### src/core/sar_conv_map.svh
// Constants of the conversion control and output bus block.
// Assumes a single 250 MHz clock; included by bare name wherever needed.
`ifndef SAR_CONV_MAP_SVH
`define SAR_CONV_MAP_SVH

`define SAR_RES_BITS      18
`define SAR_MSB_IDX       5'h11
`define SAR_CLK_NS        4
// Acquisition and comparator settling times, in ns.
`define SAR_ACQ_NS        400
`define SAR_SETTLE_NS     20
`define SAR_ACQ_CYC       ((`SAR_ACQ_NS + `SAR_CLK_NS - 1) / `SAR_CLK_NS)
`define SAR_SETTLE_CYC    ((`SAR_SETTLE_NS + `SAR_CLK_NS - 1) / `SAR_CLK_NS)

// Interface select encodings.
`define SAR_IF_PAR18      2'h0
`define SAR_IF_WORD16     2'h1
`define SAR_IF_BYTE8      2'h2
`define SAR_IF_SERIAL     2'h3

// Data pins shared with configuration inputs.
`define SAR_PIN_CODING    0
`define SAR_PIN_WORD      1
`define SAR_PIN_BYTE      2

// Level of the coding select that picks straight binary.
`define SAR_CODE_BINARY   1'b1
`define SAR_ZERO18        18'h0_0000
`define SAR_ONES18        18'h3_ffff
// First trial code of a conversion: only the MSB set.
`define SAR_MSB_TRIAL     18'h2_0000

`endif

### src/core/sar_conv_pkg.sv
// Types shared by the conversion control and output bus modules.
// Assumes nothing of its surroundings.
package sar_conv_pkg;

   typedef enum logic [1:0] {
      ST_ACQ,
      ST_WAIT,
      ST_CONV,
      ST_PDOWN
   } conv_state_e;

   // Host control pins after synchronisation.
   typedef struct packed {
      logic       pd;
      logic       conversion_start_n_n;
      logic       refbuf_dis;
      logic [1:0] iface;
      logic       cs_n;
      logic       rd_n;
   } host_ctl_s;

   // Bus format selection as seen by the output multiplexer.
   typedef struct packed {
      logic [1:0] iface;
      logic       word_sel;
      logic       byte_sel;
   } bus_sel_s;

endpackage

### src/core/sar_conv_ctrl.sv
// Conversion control, result register and output bus of an 18-bit SAR converter.
// Assumes host pins and the comparator are asynchronous to mclk; the serial
// port outside takes result_word and serial_enable.
//
// Function
// - A high reset returns the block to its reset state and abandons any conversion.
// - Power-down lets a running conversion finish, then blocks new ones and lowers power.
// - A start input high at the end of acquisition makes the block wait for its falling edge.
// - A start input already low at the end of acquisition starts a conversion at once.
// - The reference buffer is on while its disable input is low and off while it is high.
// - The interface select picks 18-bit, 16-bit word, 8-bit byte or serial with parallel off.
// - In 18-bit format every data pin carries the result bit of the same index.
// - In 16-bit format with word select low pins 2..17 carry bits 2..17 and pin 0 is an input.
// - In 16-bit format with word select high pins 2 and 3 carry bits 0 and 1, the rest zero.
// - In 8-bit format pins 3..9 float and pins 10..17 carry the high or middle byte.
// - In 8-bit format with word select high pins 10..17 carry bits 1:0 low or high, rest zero.
// - The 18-bit result is held in one output register that feeds every output format.
// - Busy rises when a conversion starts and falls when the result is latched.
// - Output pins are driven only while chip select and read are both low.
// - Outside 18-bit format the coding select picks straight binary or two's complement.
`timescale 1ns/1ps
`include "sar_conv_map.svh"
`default_nettype none

module sar_conv_ctrl #(
   parameter int ACQ_CYCLES    = `SAR_ACQ_CYC,
   parameter int SETTLE_CYCLES = `SAR_SETTLE_CYC
) (
   input  wire logic        mclk,
   input  wire logic        rst,
   input  wire logic        power_down_request,
   input  wire logic        conversion_start_n,
   input  wire logic        refbuf_disable,
   input  wire logic        iface_sel0,
   input  wire logic        iface_sel1,
   input  wire logic        cs_n,
   input  wire logic        rd_n,
   input  wire logic        comp_above,
   input  wire logic [17:0] data_in,
   output logic      [17:0] data_out,
   output logic      [17:0] data_oe,
   output logic             busy,
   output logic             sample_hold,
   output logic      [17:0] dac_trial,
   output logic             refbuf_enable,
   output logic             low_power,
   output logic             serial_enable,
   output logic      [17:0] result_word
);

   ////////////////////////////////////////////////////////////////////////////////
   // Synchronisers.

   localparam int SW = 11;
   // Reset holds start, buffer disable, chip select and read at their idle high levels.
   localparam logic [SW-1:0] SYNC_RST = 11'h330;

   sar_conv_pkg::host_ctl_s ctl_s;
   logic                    comp_s;
   logic [2:0]              cfg_s;
   logic [SW-1:0]           sync_out;

   sar_sync2 #(
      .W       (SW),
      .RST_VAL (SYNC_RST)
   ) u_sync (
      .mclk     (mclk),
      .rst      (rst),
      .async_in ({power_down_request, conversion_start_n, refbuf_disable,
                  iface_sel1, iface_sel0, cs_n, rd_n, comp_above,
                  data_in[`SAR_PIN_BYTE], data_in[`SAR_PIN_WORD],
                  data_in[`SAR_PIN_CODING]}),
      .sync_out (sync_out)
   );

   assign ctl_s  = sync_out[SW-1:4];
   assign comp_s = sync_out[3];
   assign cfg_s  = sync_out[2:0];

   ////////////////////////////////////////////////////////////////////////////////
   // Conversion sequencer.

   sar_conv_pkg::conv_state_e state_q, state_d;
   logic [15:0] acq_cnt_q, acq_cnt_d;
   logic [7:0]  settle_q, settle_d;
   logic [4:0]  bit_q, bit_d;
   logic [17:0] trial_q, trial_d;
   logic [17:0] result_q, result_d;
   logic        busy_q, busy_d;
   logic        cnv_prev_q;

   wire acq_done    = (acq_cnt_q >= 16'(ACQ_CYCLES - 1));
   // A falling edge is taken from the synchronised level, never the raw pin.
   wire cnv_fall    = cnv_prev_q && !ctl_s.conversion_start_n_n;
   wire settle_done = (settle_q == 8'h00);
   wire last_bit    = (bit_q == 5'h00);
   wire [17:0] bit_mask = 18'h0_0001 << bit_q;
   wire [17:0] next_mask = 18'h0_0001 << (bit_q - 5'h01);
   wire [17:0] kept     = comp_s ? trial_q : (trial_q & ~bit_mask);

   always_comb begin
      state_d   = state_q;
      acq_cnt_d = acq_cnt_q;
      settle_d  = settle_q;
      bit_d     = bit_q;
      trial_d   = trial_q;
      result_d  = result_q;
      busy_d    = busy_q;
      case (state_q)
         sar_conv_pkg::ST_ACQ: begin
            if (!acq_done) begin
               acq_cnt_d = acq_cnt_q + 16'h0001;
            end else if (ctl_s.pd) begin
               state_d = sar_conv_pkg::ST_PDOWN;
            end else if (!ctl_s.conversion_start_n_n) begin
               state_d = sar_conv_pkg::ST_CONV;
            end else begin
               state_d = sar_conv_pkg::ST_WAIT;
            end
         end
         sar_conv_pkg::ST_WAIT: begin
            if (ctl_s.pd) begin
               state_d = sar_conv_pkg::ST_PDOWN;
            end else if (cnv_fall) begin
               state_d = sar_conv_pkg::ST_CONV;
            end
         end
         sar_conv_pkg::ST_CONV: begin
            if (!settle_done) begin
               settle_d = settle_q - 8'h01;
            end else if (last_bit) begin
               result_d  = kept;
               busy_d    = 1'b0;
               acq_cnt_d = 16'h0000;
               // Power-down only takes effect once this conversion is done.
               state_d   = ctl_s.pd ? sar_conv_pkg::ST_PDOWN : sar_conv_pkg::ST_ACQ;
            end else begin
               trial_d  = kept | next_mask;
               bit_d    = bit_q - 5'h01;
               settle_d = 8'(SETTLE_CYCLES - 1);
            end
         end
         sar_conv_pkg::ST_PDOWN: begin
            if (!ctl_s.pd) begin
               state_d   = sar_conv_pkg::ST_ACQ;
               acq_cnt_d = 16'h0000;
            end
         end
         default: begin
            state_d = sar_conv_pkg::ST_ACQ;
         end
      endcase
      // Entering conversion freezes the sample and loads the first trial.
      if (state_d == sar_conv_pkg::ST_CONV && state_q != sar_conv_pkg::ST_CONV) begin
         busy_d   = 1'b1;
         bit_d    = `SAR_MSB_IDX;
         trial_d  = `SAR_MSB_TRIAL;
         settle_d = 8'(SETTLE_CYCLES - 1);
      end
   end

   always_ff @(posedge mclk) begin
      if (rst) begin
         state_q    <= sar_conv_pkg::ST_ACQ;
         acq_cnt_q  <= 16'h0000;
         settle_q   <= 8'h00;
         bit_q      <= 5'h00;
         trial_q    <= `SAR_ZERO18;
         result_q   <= `SAR_ZERO18;
         busy_q     <= 1'b0;
         cnv_prev_q <= 1'b1;
      end else begin
         state_q    <= state_d;
         acq_cnt_q  <= acq_cnt_d;
         settle_q   <= settle_d;
         bit_q      <= bit_d;
         trial_q    <= trial_d;
         result_q   <= result_d;
         busy_q     <= busy_d;
         cnv_prev_q <= ctl_s.conversion_start_n_n;
      end
   end

   ////////////////////////////////////////////////////////////////////////////////
   // Output bus.

   sar_conv_pkg::bus_sel_s bus_sel;
   logic [17:0] pin_val;
   logic [17:0] pin_oe;
   logic        ser_en;
   logic [17:0] data_q;
   logic [17:0] oe_q;
   logic        refbuf_en_q;

   // The select is used as it stands; the host keeps it still during a read.
   assign bus_sel = '{iface: ctl_s.iface, word_sel: cfg_s[`SAR_PIN_WORD],
                      byte_sel: cfg_s[`SAR_PIN_BYTE]};
   wire rd_active = !ctl_s.cs_n && !ctl_s.rd_n;
   wire full18    = (ctl_s.iface == `SAR_IF_PAR18);
   // The 18-bit format always reads straight binary, as pin 0 is a data pin there.
   wire twos_comp = !full18 && (cfg_s[`SAR_PIN_CODING] != `SAR_CODE_BINARY);
   wire [17:0] coded = {result_q[17] ^ twos_comp, result_q[16:0]};

   sar_bus_mux u_mux (
      .sel       (bus_sel),
      .code      (coded),
      .pin_val   (pin_val),
      .pin_oe    (pin_oe),
      .serial_en (ser_en)
   );

   always_ff @(posedge mclk) begin
      if (rst) begin
         data_q      <= `SAR_ZERO18;
         oe_q        <= `SAR_ZERO18;
         refbuf_en_q <= 1'b0;
      end else begin
         data_q      <= pin_val;
         oe_q        <= rd_active ? pin_oe : `SAR_ZERO18;
         refbuf_en_q <= !ctl_s.refbuf_dis;
      end
   end

   assign data_out      = data_q;
   assign data_oe       = oe_q;
   assign busy          = busy_q;
   assign sample_hold   = (state_q == sar_conv_pkg::ST_CONV);
   assign dac_trial     = trial_q;
   assign refbuf_enable = refbuf_en_q;
   assign low_power     = (state_q == sar_conv_pkg::ST_PDOWN);
   assign serial_enable = ser_en;
   assign result_word   = coded;
endmodule

`default_nettype wire

### src/core/sar_sync2.sv
// Two flip-flop synchroniser for a group of asynchronous levels.
// Assumes each bit is an independent level; no word coherence is kept.
`timescale 1ns/1ps
`default_nettype none

module sar_sync2 #(
   parameter int         W       = 1,
   parameter logic [W-1:0] RST_VAL = '0
) (
   input  wire logic         mclk,
   input  wire logic         rst,
   input  wire logic [W-1:0] async_in,
   output logic      [W-1:0] sync_out
);

   logic [W-1:0] meta_q;
   logic [W-1:0] sync_q;

   always_ff @(posedge mclk) begin
      if (rst) begin
         meta_q <= RST_VAL;
         sync_q <= RST_VAL;
      end else begin
         meta_q <= async_in;
         sync_q <= meta_q;
      end
   end

   assign sync_out = sync_q;

endmodule

`default_nettype wire

### src/core/sar_bus_mux.sv
// Output bus multiplexer: maps the coded result onto the 18 data pins.
// Assumes the caller registers the outputs and gates them with the read strobe.
`timescale 1ns/1ps
`include "sar_conv_map.svh"
`default_nettype none

module sar_bus_mux (
   input  wire sar_conv_pkg::bus_sel_s sel,
   input  wire logic [17:0]            code,
   output logic      [17:0]            pin_val,
   output logic      [17:0]            pin_oe,
   output logic                        serial_en
);

   wire is_p18  = (sel.iface == `SAR_IF_PAR18);
   wire is_w16  = (sel.iface == `SAR_IF_WORD16);
   wire is_b8   = (sel.iface == `SAR_IF_BYTE8);

   wire [17:0] word_hi  = {code[17:2], 2'b00};
   wire [17:0] word_lo  = {14'h0000, code[1:0], 2'b00};
   wire [7:0]  byte_v   = sel.word_sel ?
                          (sel.byte_sel ? {code[1:0], 6'h00} : {6'h00, code[1:0]}) :
                          (sel.byte_sel ? code[9:2] : code[17:10]);
   wire [17:0] byte_pin = {byte_v, 10'h000};
   wire [17:0] w16_pin  = sel.word_sel ? word_lo : word_hi;

   assign pin_val   = is_p18 ? code : (is_w16 ? w16_pin : (is_b8 ? byte_pin : `SAR_ZERO18));
   assign pin_oe    = is_p18 ? `SAR_ONES18 :
                      (is_w16 ? {16'hffff, 2'b00} : (is_b8 ? {8'hff, 10'h000} : `SAR_ZERO18));
   assign serial_en = (sel.iface == `SAR_IF_SERIAL);

endmodule

`default_nettype wire

### config.mk
export PLATFORM = sky130hd
export DESIGN_NAME = sar_conv_ctrl
export DESIGN_NICKNAME = d
export VERILOG_FILES = /design/src/core/sar_conv_pkg.sv /design/src/core/sar_conv_ctrl.sv /design/src/core/sar_sync2.sv /design/src/core/sar_bus_mux.sv
export VERILOG_INCLUDE_DIRS = /design/src /design/src/core
export SDC_FILE = /design/constraint.sdc
export NUM_CORES = 1
export LEC_CHECK = 0
export BUFFER_PORTS_ARGS = -buffer_cell sky130_fd_sc_hd__buf_2
export CORE_MARGIN = 2
export CORE_UTILIZATION = 45
export DETAILED_ROUTE_END_ITERATION = 8
export PLACE_DENSITY = 0.69
export SLEW_MARGIN = 20
export SYNTH_ARGS = -nofsm -noshare
export SYNTH_HDL_FRONTEND = slang
export SYNTH_SLANG_ARGS = --single-unit
### constraint.sdc
create_clock -name mclk -period 7.5 [get_ports mclk]
set_input_delay 1.125 -clock mclk [delete_from_list [all_inputs] [get_ports mclk]]
set_output_delay 1.125 -clock mclk [all_outputs]
set_load 0.02 [all_outputs]
; ---- After elaboration in Yosys (flattened, before gate mapping)
; Cells that the tools add are included.
[classes]
n_reduce_logical = 26
mux = 42
shift = 2
n_eq_ne = 15
n_lt_le_gt_ge = 1
bitwise = 7
n_addsub = 3
[op_table]
columns = operator, n
row1 = 18-bit 2-to-1 mux, 12
row2 = 16-bit 2-to-1 mux, 4
row3 = 16-bit one-hot mux with 3 select lines, 1
row4 = 8-bit 2-to-1 mux, 5
row5 = 1-bit by 5-bit left shift with 18-bit output (first input constant), 2
row6 = 5-bit 2-to-1 mux, 4
row7 = 18-bit AND, 1
row8 = 2-bit 2-to-1 mux, 9
row9 = 18-bit inverter, 1
row10 = 18-bit bitwise OR, 1
row11 = 16-bit by 1-bit adder with 16-bit output (second input constant), 1
row12 = 16-bit by 7-bit >= comparator with 1-bit output (second input constant), 1
row13 = 3-bit AND reduction, 4
row14 = 2-bit == test (second input constant), 5
row15 = 8-bit zero test, 1
row16 = 2-bit != test (second input constant), 4
row17 = 2-bit one-hot mux with 4 select lines, 1
row18 = 8-bit by 1-bit subtractor with 8-bit output (second input constant), 1
row19 = 3-bit 2-to-1 mux, 2
row20 = 2-bit by 1-bit != test with 1-bit output (second input constant), 3
row21 = 2-bit nonzero test, 3
row22 = 1-bit zero test, 5
row23 = 5-bit zero test, 1
row24 = 5-bit AND reduction, 1
row25 = other kinds (11), 23
[word_totals]
ff_bits = 128
input_bits = 28
word_cells = 112
out_inout_bits = 77

; ---- Longest topological paths before layout
[logic_depth]
ltp_word = 9
mapped_depth = 10
depth_no_buf = 7

; ---- By module
; Synthesis repeated with hierarchy kept, for this count alone.
[hier_totals]
cells_unflattened = 585
hier_area_um2 = 5290.1
[modules_own_cells]
columns = module, seq_area_each_um2, n_inst, cells_per_inst, area_per_inst_um2
row1 = sar_conv_ctrl, 2122.0, 1, 477, 4277.9
row2 = sar_sync2, 440.4, 1, 46, 596.8
row3 = sar_bus_mux, 0.0, 1, 62, 415.4

; ---- Worst setup path before layout
; Ideal clock, no wire load.
[synth_path]
kind = register to register
startpoint = reg bit_q[0]
endpoint = reg acq_cnt_q[4]
arrival_ps = 2401
required_time_ps = 7430
setup_time_ps = 70
path_stages_with_launch = 9
path_buffers = 1
path_slack_ps = 5029
synth_period_minus_slack_ps = 2471
cell_sequence = dfxtp_1 > inv_1 > ha_1 > or4b_4 > o31ai_4 > o2111ai_2 > buf_6 > or3_1 > a21oi_1
[synth_via]
elab_chain_len = 3
[synth_lines]
columns = item, line_no
row1 = start: declaration, sar_conv_ctrl.sv:86  ; logic [4:0] bit_q, bit_d;
row2 = start signal: assignment, sar_conv_ctrl.sv:176  ; bit_q <= bit_d;
row3 = 5-bit zero test, sar_conv_ctrl.sv:96  ; wire last_bit = (bit_q == 5'h00);
row4 = 2-bit by 1-bit != test with 1-bit output (no line), -
row5 = 5-bit AND reduction (no line), -
row6 = end signal: assignment, sar_conv_ctrl.sv:174  ; acq_cnt_q <= acq_cnt_d;
row7 = end: declaration, sar_conv_ctrl.sv:84  ; logic [15:0] acq_cnt_q, acq_cnt_d;
; No other way between the ends.
; A chain may end at the register's enable or synchronous reset.

; ---- Worst setup path after layout
[layout_path]
startpoint = reg bit_q[0]
endpoint = reg acq_cnt_q[5]
; The elaborated chain is that of the path after synthesis.

==> run_results.csv <==
group,metric,value,unit
sta,setup_viol_count_final,0,
clock_network,cts_tree,"done",
synthesis,synth.avg_cell_area,8.810,um^2
power,p_sw,0.3153,mW
sta,rsz0062_at_grt,"no",
critical_path,worstSetupEndpointType,"flip-flop",
clock_network,cts.repair.resized,0,
power,p_total,1.444,mW
power,internal-power,1.128,mW
drt,drc_errors,0,
sta,finalHoldViolCount,0,
synthesis,yosys.cell_types.count,52,
power,cellPowerDensity,247.5,mW/mm^2
power,switching_share,0.2184,
grt,grt_max_degree,95,
die,die_area,0.01186,mm^2
drt,drt_iter0_drc,404,
placed_design,dp_hpwl,7392,um
synthesis,synth_area,0.004951,mm^2
critical_path,arrival,3510,ps
power,vdd_drop_max,0.0001777,V
clock_network,clkSinkCount,113,
die,fp.dieH,108.9,um
die,ios,105,
synthesis,ys_async_sr_fraction,0,
placed_design,portBuffers,89,
synthesis,netlist_top_cells_area,"dfxtp_1 (46%), buf_4 (5.0%), nand3_1 (3.9%)",
sta,skew,5.689,ps
grt,grt_util_all_layers,0.1923,
sta,setup_tns,0,ps
layout,syn_to_final_growth,17.82,%
clock_network,cts_setup_buffers,0,
critical_path,crit_path_max_incr_delay,550,ps
drt,viasPerCell,5.382,
grt,grt_overflow,0,
drt,wirelength,11040,um
critical_path,crit_fanout,12,
die,core_area,0.01079,mm^2
drt,top_layer,"met4",
layout,drive_above_1_share,0.2399,
power,comb_power_share,0.021,
drt,drtAntennaViolNets,0,
critical_path,path_class,"reg2reg",
drt,dr_wl_met2,5314,um
drt,routedWlPerCell,14.51,um
sta,slew_headroom,0.2993,
synthesis,ys_ff_latch,113,
sta,slew_violations,0,
synthesis,syn-num-nets,599,
die,num_rows,38,
power,clkPwrFrac,0.554,
hold_path,hp-class,"reg2reg",
synthesis,synth_top_area_frac,0.4569,
critical_path,cp.required,7940,ps
die,initial_core_util,0.4587,
power,p_leak,2.368,nW
critical_path,ff2ff_path_depth,7,
status,status,"finished, final reports clean",
clock_network,htree_levels,4,
grt,grt_pass1_vias,3784,
layout,nets,645,
synthesis,synth-edff-count,0,
critical_path,crit_slowest_cell,"or4b_4",
drt,via_count,4096,
clock_network,clk_root_buffer_cell,"clkbuf_8",
grt,grt_pass1_wl,17740,um
sta,period_needed,3071,ps
sta,tightest_slew,1051,ps
critical_path,crit_chain,"inv_1 > ha_1 > or4b_4 > o31ai_4 > o2111ai_2 > or4_1 > a21oi_1",
sta,clock.fmax,325.7,MHz
synthesis,synthCells,562,
clock_network,cts.clk_slew.worst_paths,60,ps
clock_network,insertion_delay,520,ps
drt,wl_met3,603,um
clock_network,cts-buffers-inserted,17,
hold_path,holdPathStages,1,
placed_design,globalplace.congestion,0.8668,
drt,met1_length,4868,um
synthesis,ys_seq_area_frac,0.4569,
clock_network,clock_path_buffers,2,
layout,num_antenna_cells,0,
synthesis,ys_warn_count,0,
die,die_w,108.9,um
clock_network,postCtsHoldBufs,0,
power,seq_power_share,0.425,
drt,first_pass_iters,7,
grt,antenna_found_initial,0,
sta,period_share,0.4094,
synthesis,synth_top_area_cell,"dfxtp_1",
critical_path,crit_path_start_kind,"flip-flop",
synthesis,synth_ff_type,"dfxtp_1",
flow_run,drv_cap,0,
==> metal layers <==
| metal | up-vias | GRT usage |
|---|---|---|
| met4 | 0 | 0.09341 |
| met5 | - | 0 |
| met2 | 141 | 0.3132 |
| li1 | 2028 | - |
| met1 | 1903 | 0.2332 |
| met3 | 24 | 0.05380 |
==> worst paths after layout <==
kind | start | end | slack [ps]
max reg2reg | bit_q[0] | acq_cnt_q[5] | 4430
min | u_sync.sync_out[8] | refbuf_enable | 370
max | bit_q[0] | acq_cnt_q[5] | 4430
min reg2reg | u_sync.sync_out[8] | refbuf_enable | 370
==> Yosys cell counts, types with 2 or more instances <==
cell and count:
buf_2 4, nand3_1 39, a211oi_1 2, mux2_2 2, and2_1 27, nand2_1 52, buf_4 33, a32oi_1 2
or3_1 5, nor3_1 33, xnor2_1 7, o21ai_0 8, nand2b_1 8, xor2_1 3, or4b_1 2, buf_1 3
nor2b_1 27, o21a_1 6, o32ai_1 3, dfxtp_1 113, inv_1 11, a22oi_1 24, nor3b_1 3, clkbuf_1 24
mux2i_1 3, a2bb2oi_1 2, a21oi_1 33, o22ai_1 2, o31ai_1 3, or4_1 3, or2_2 13, nor2_1 21
ha_1 9, nor4_1 13, o21ba_2 2
==> sequential cells by signal, indices dropped and copies added (netlist names), 3 cells and up <==
signal / count
u_sync.sync_out: 11
u_sync.meta_q: 11
acq_cnt_q: 16
settle_q: 8
data_oe: 3
data_out: 18
result_q: 18
bit_q: 5
dac_trial: 18
==> cell usage in the layout, fill, tap and decap left out, drive strengths merged, types with 9 or more instances in the layout <==
master	n
buf	92
ha	9
a21oi	33
nor4	13
nand3	39
and2	27
nor2b	27
dfxtp	113
a22oi	24
inv	13
clkbuf	17
or2	13
nand2	52
nor3	34
nor2	21
==> layout make-up <==
class	instances	area, um^2
Clock inverter	15	185.2
Sequential cell	113	2262
Fill cell	960	4960
Multi-Input combinational cell	373	2287
Timing Repair Buffer	92	467.9
Tap cell	140	175.2
Clock buffer	17	414.1
Inverter	11	41.29
==> worst max-delay path: cells and delay by family (launching register included) <==
family,cells,cell delay (ps)
flops,1,380
simple gates,2,1100
buf+inv,1,130
fa+ha+maj,1,330
compound gates,3,1040
==> cells by family (layout without fill, tap and decap cells) <==
family,Yosys count,in the layout,synth area share
AO/OA/AOI/OAI,98,98,0.1367
flip-flops,113,113,0.4569
AND/OR/NAND/NOR,251,251,0.2702
multiplexers,5,5,0.01061
XOR/XNOR,10,10,0.01769
buffers and inverters,76,135,0.08517
adder cells (fa/ha/maj),9,9,0.02274
==> metrics by stage <==
stage,setup WS (ps),utilization,area [um^2],hold slack [ps],cells
floorplan,5029,-,4951,362.7,562
global placement,4600,0.4845,5229,371.9,729
detailed placement,4508,0.4845,5229,370.8,729
finish,4429,0.5405,5833,374.4,761
global route,4202,0.5405,5833,391.5,761
CTS,4436,0.5400,5828,379.0,761
==> power groups by stage <==
stage / clock [mW] / sequential [mW] / combinational (mW)
after global routing: 0.831 / 0.615 / 0.0349
final: 0.799 / 0.614 / 0.0308
after floorplan: 0 / 0.625 / 0.0228
after global placement: 0 / 0.626 / 0.0301
after CTS: 0.809 / 0.614 / 0.0311
after detailed placement: 0 / 0.627 / 0.0310
No activity file was read; power rests on OpenSTA's default activity.
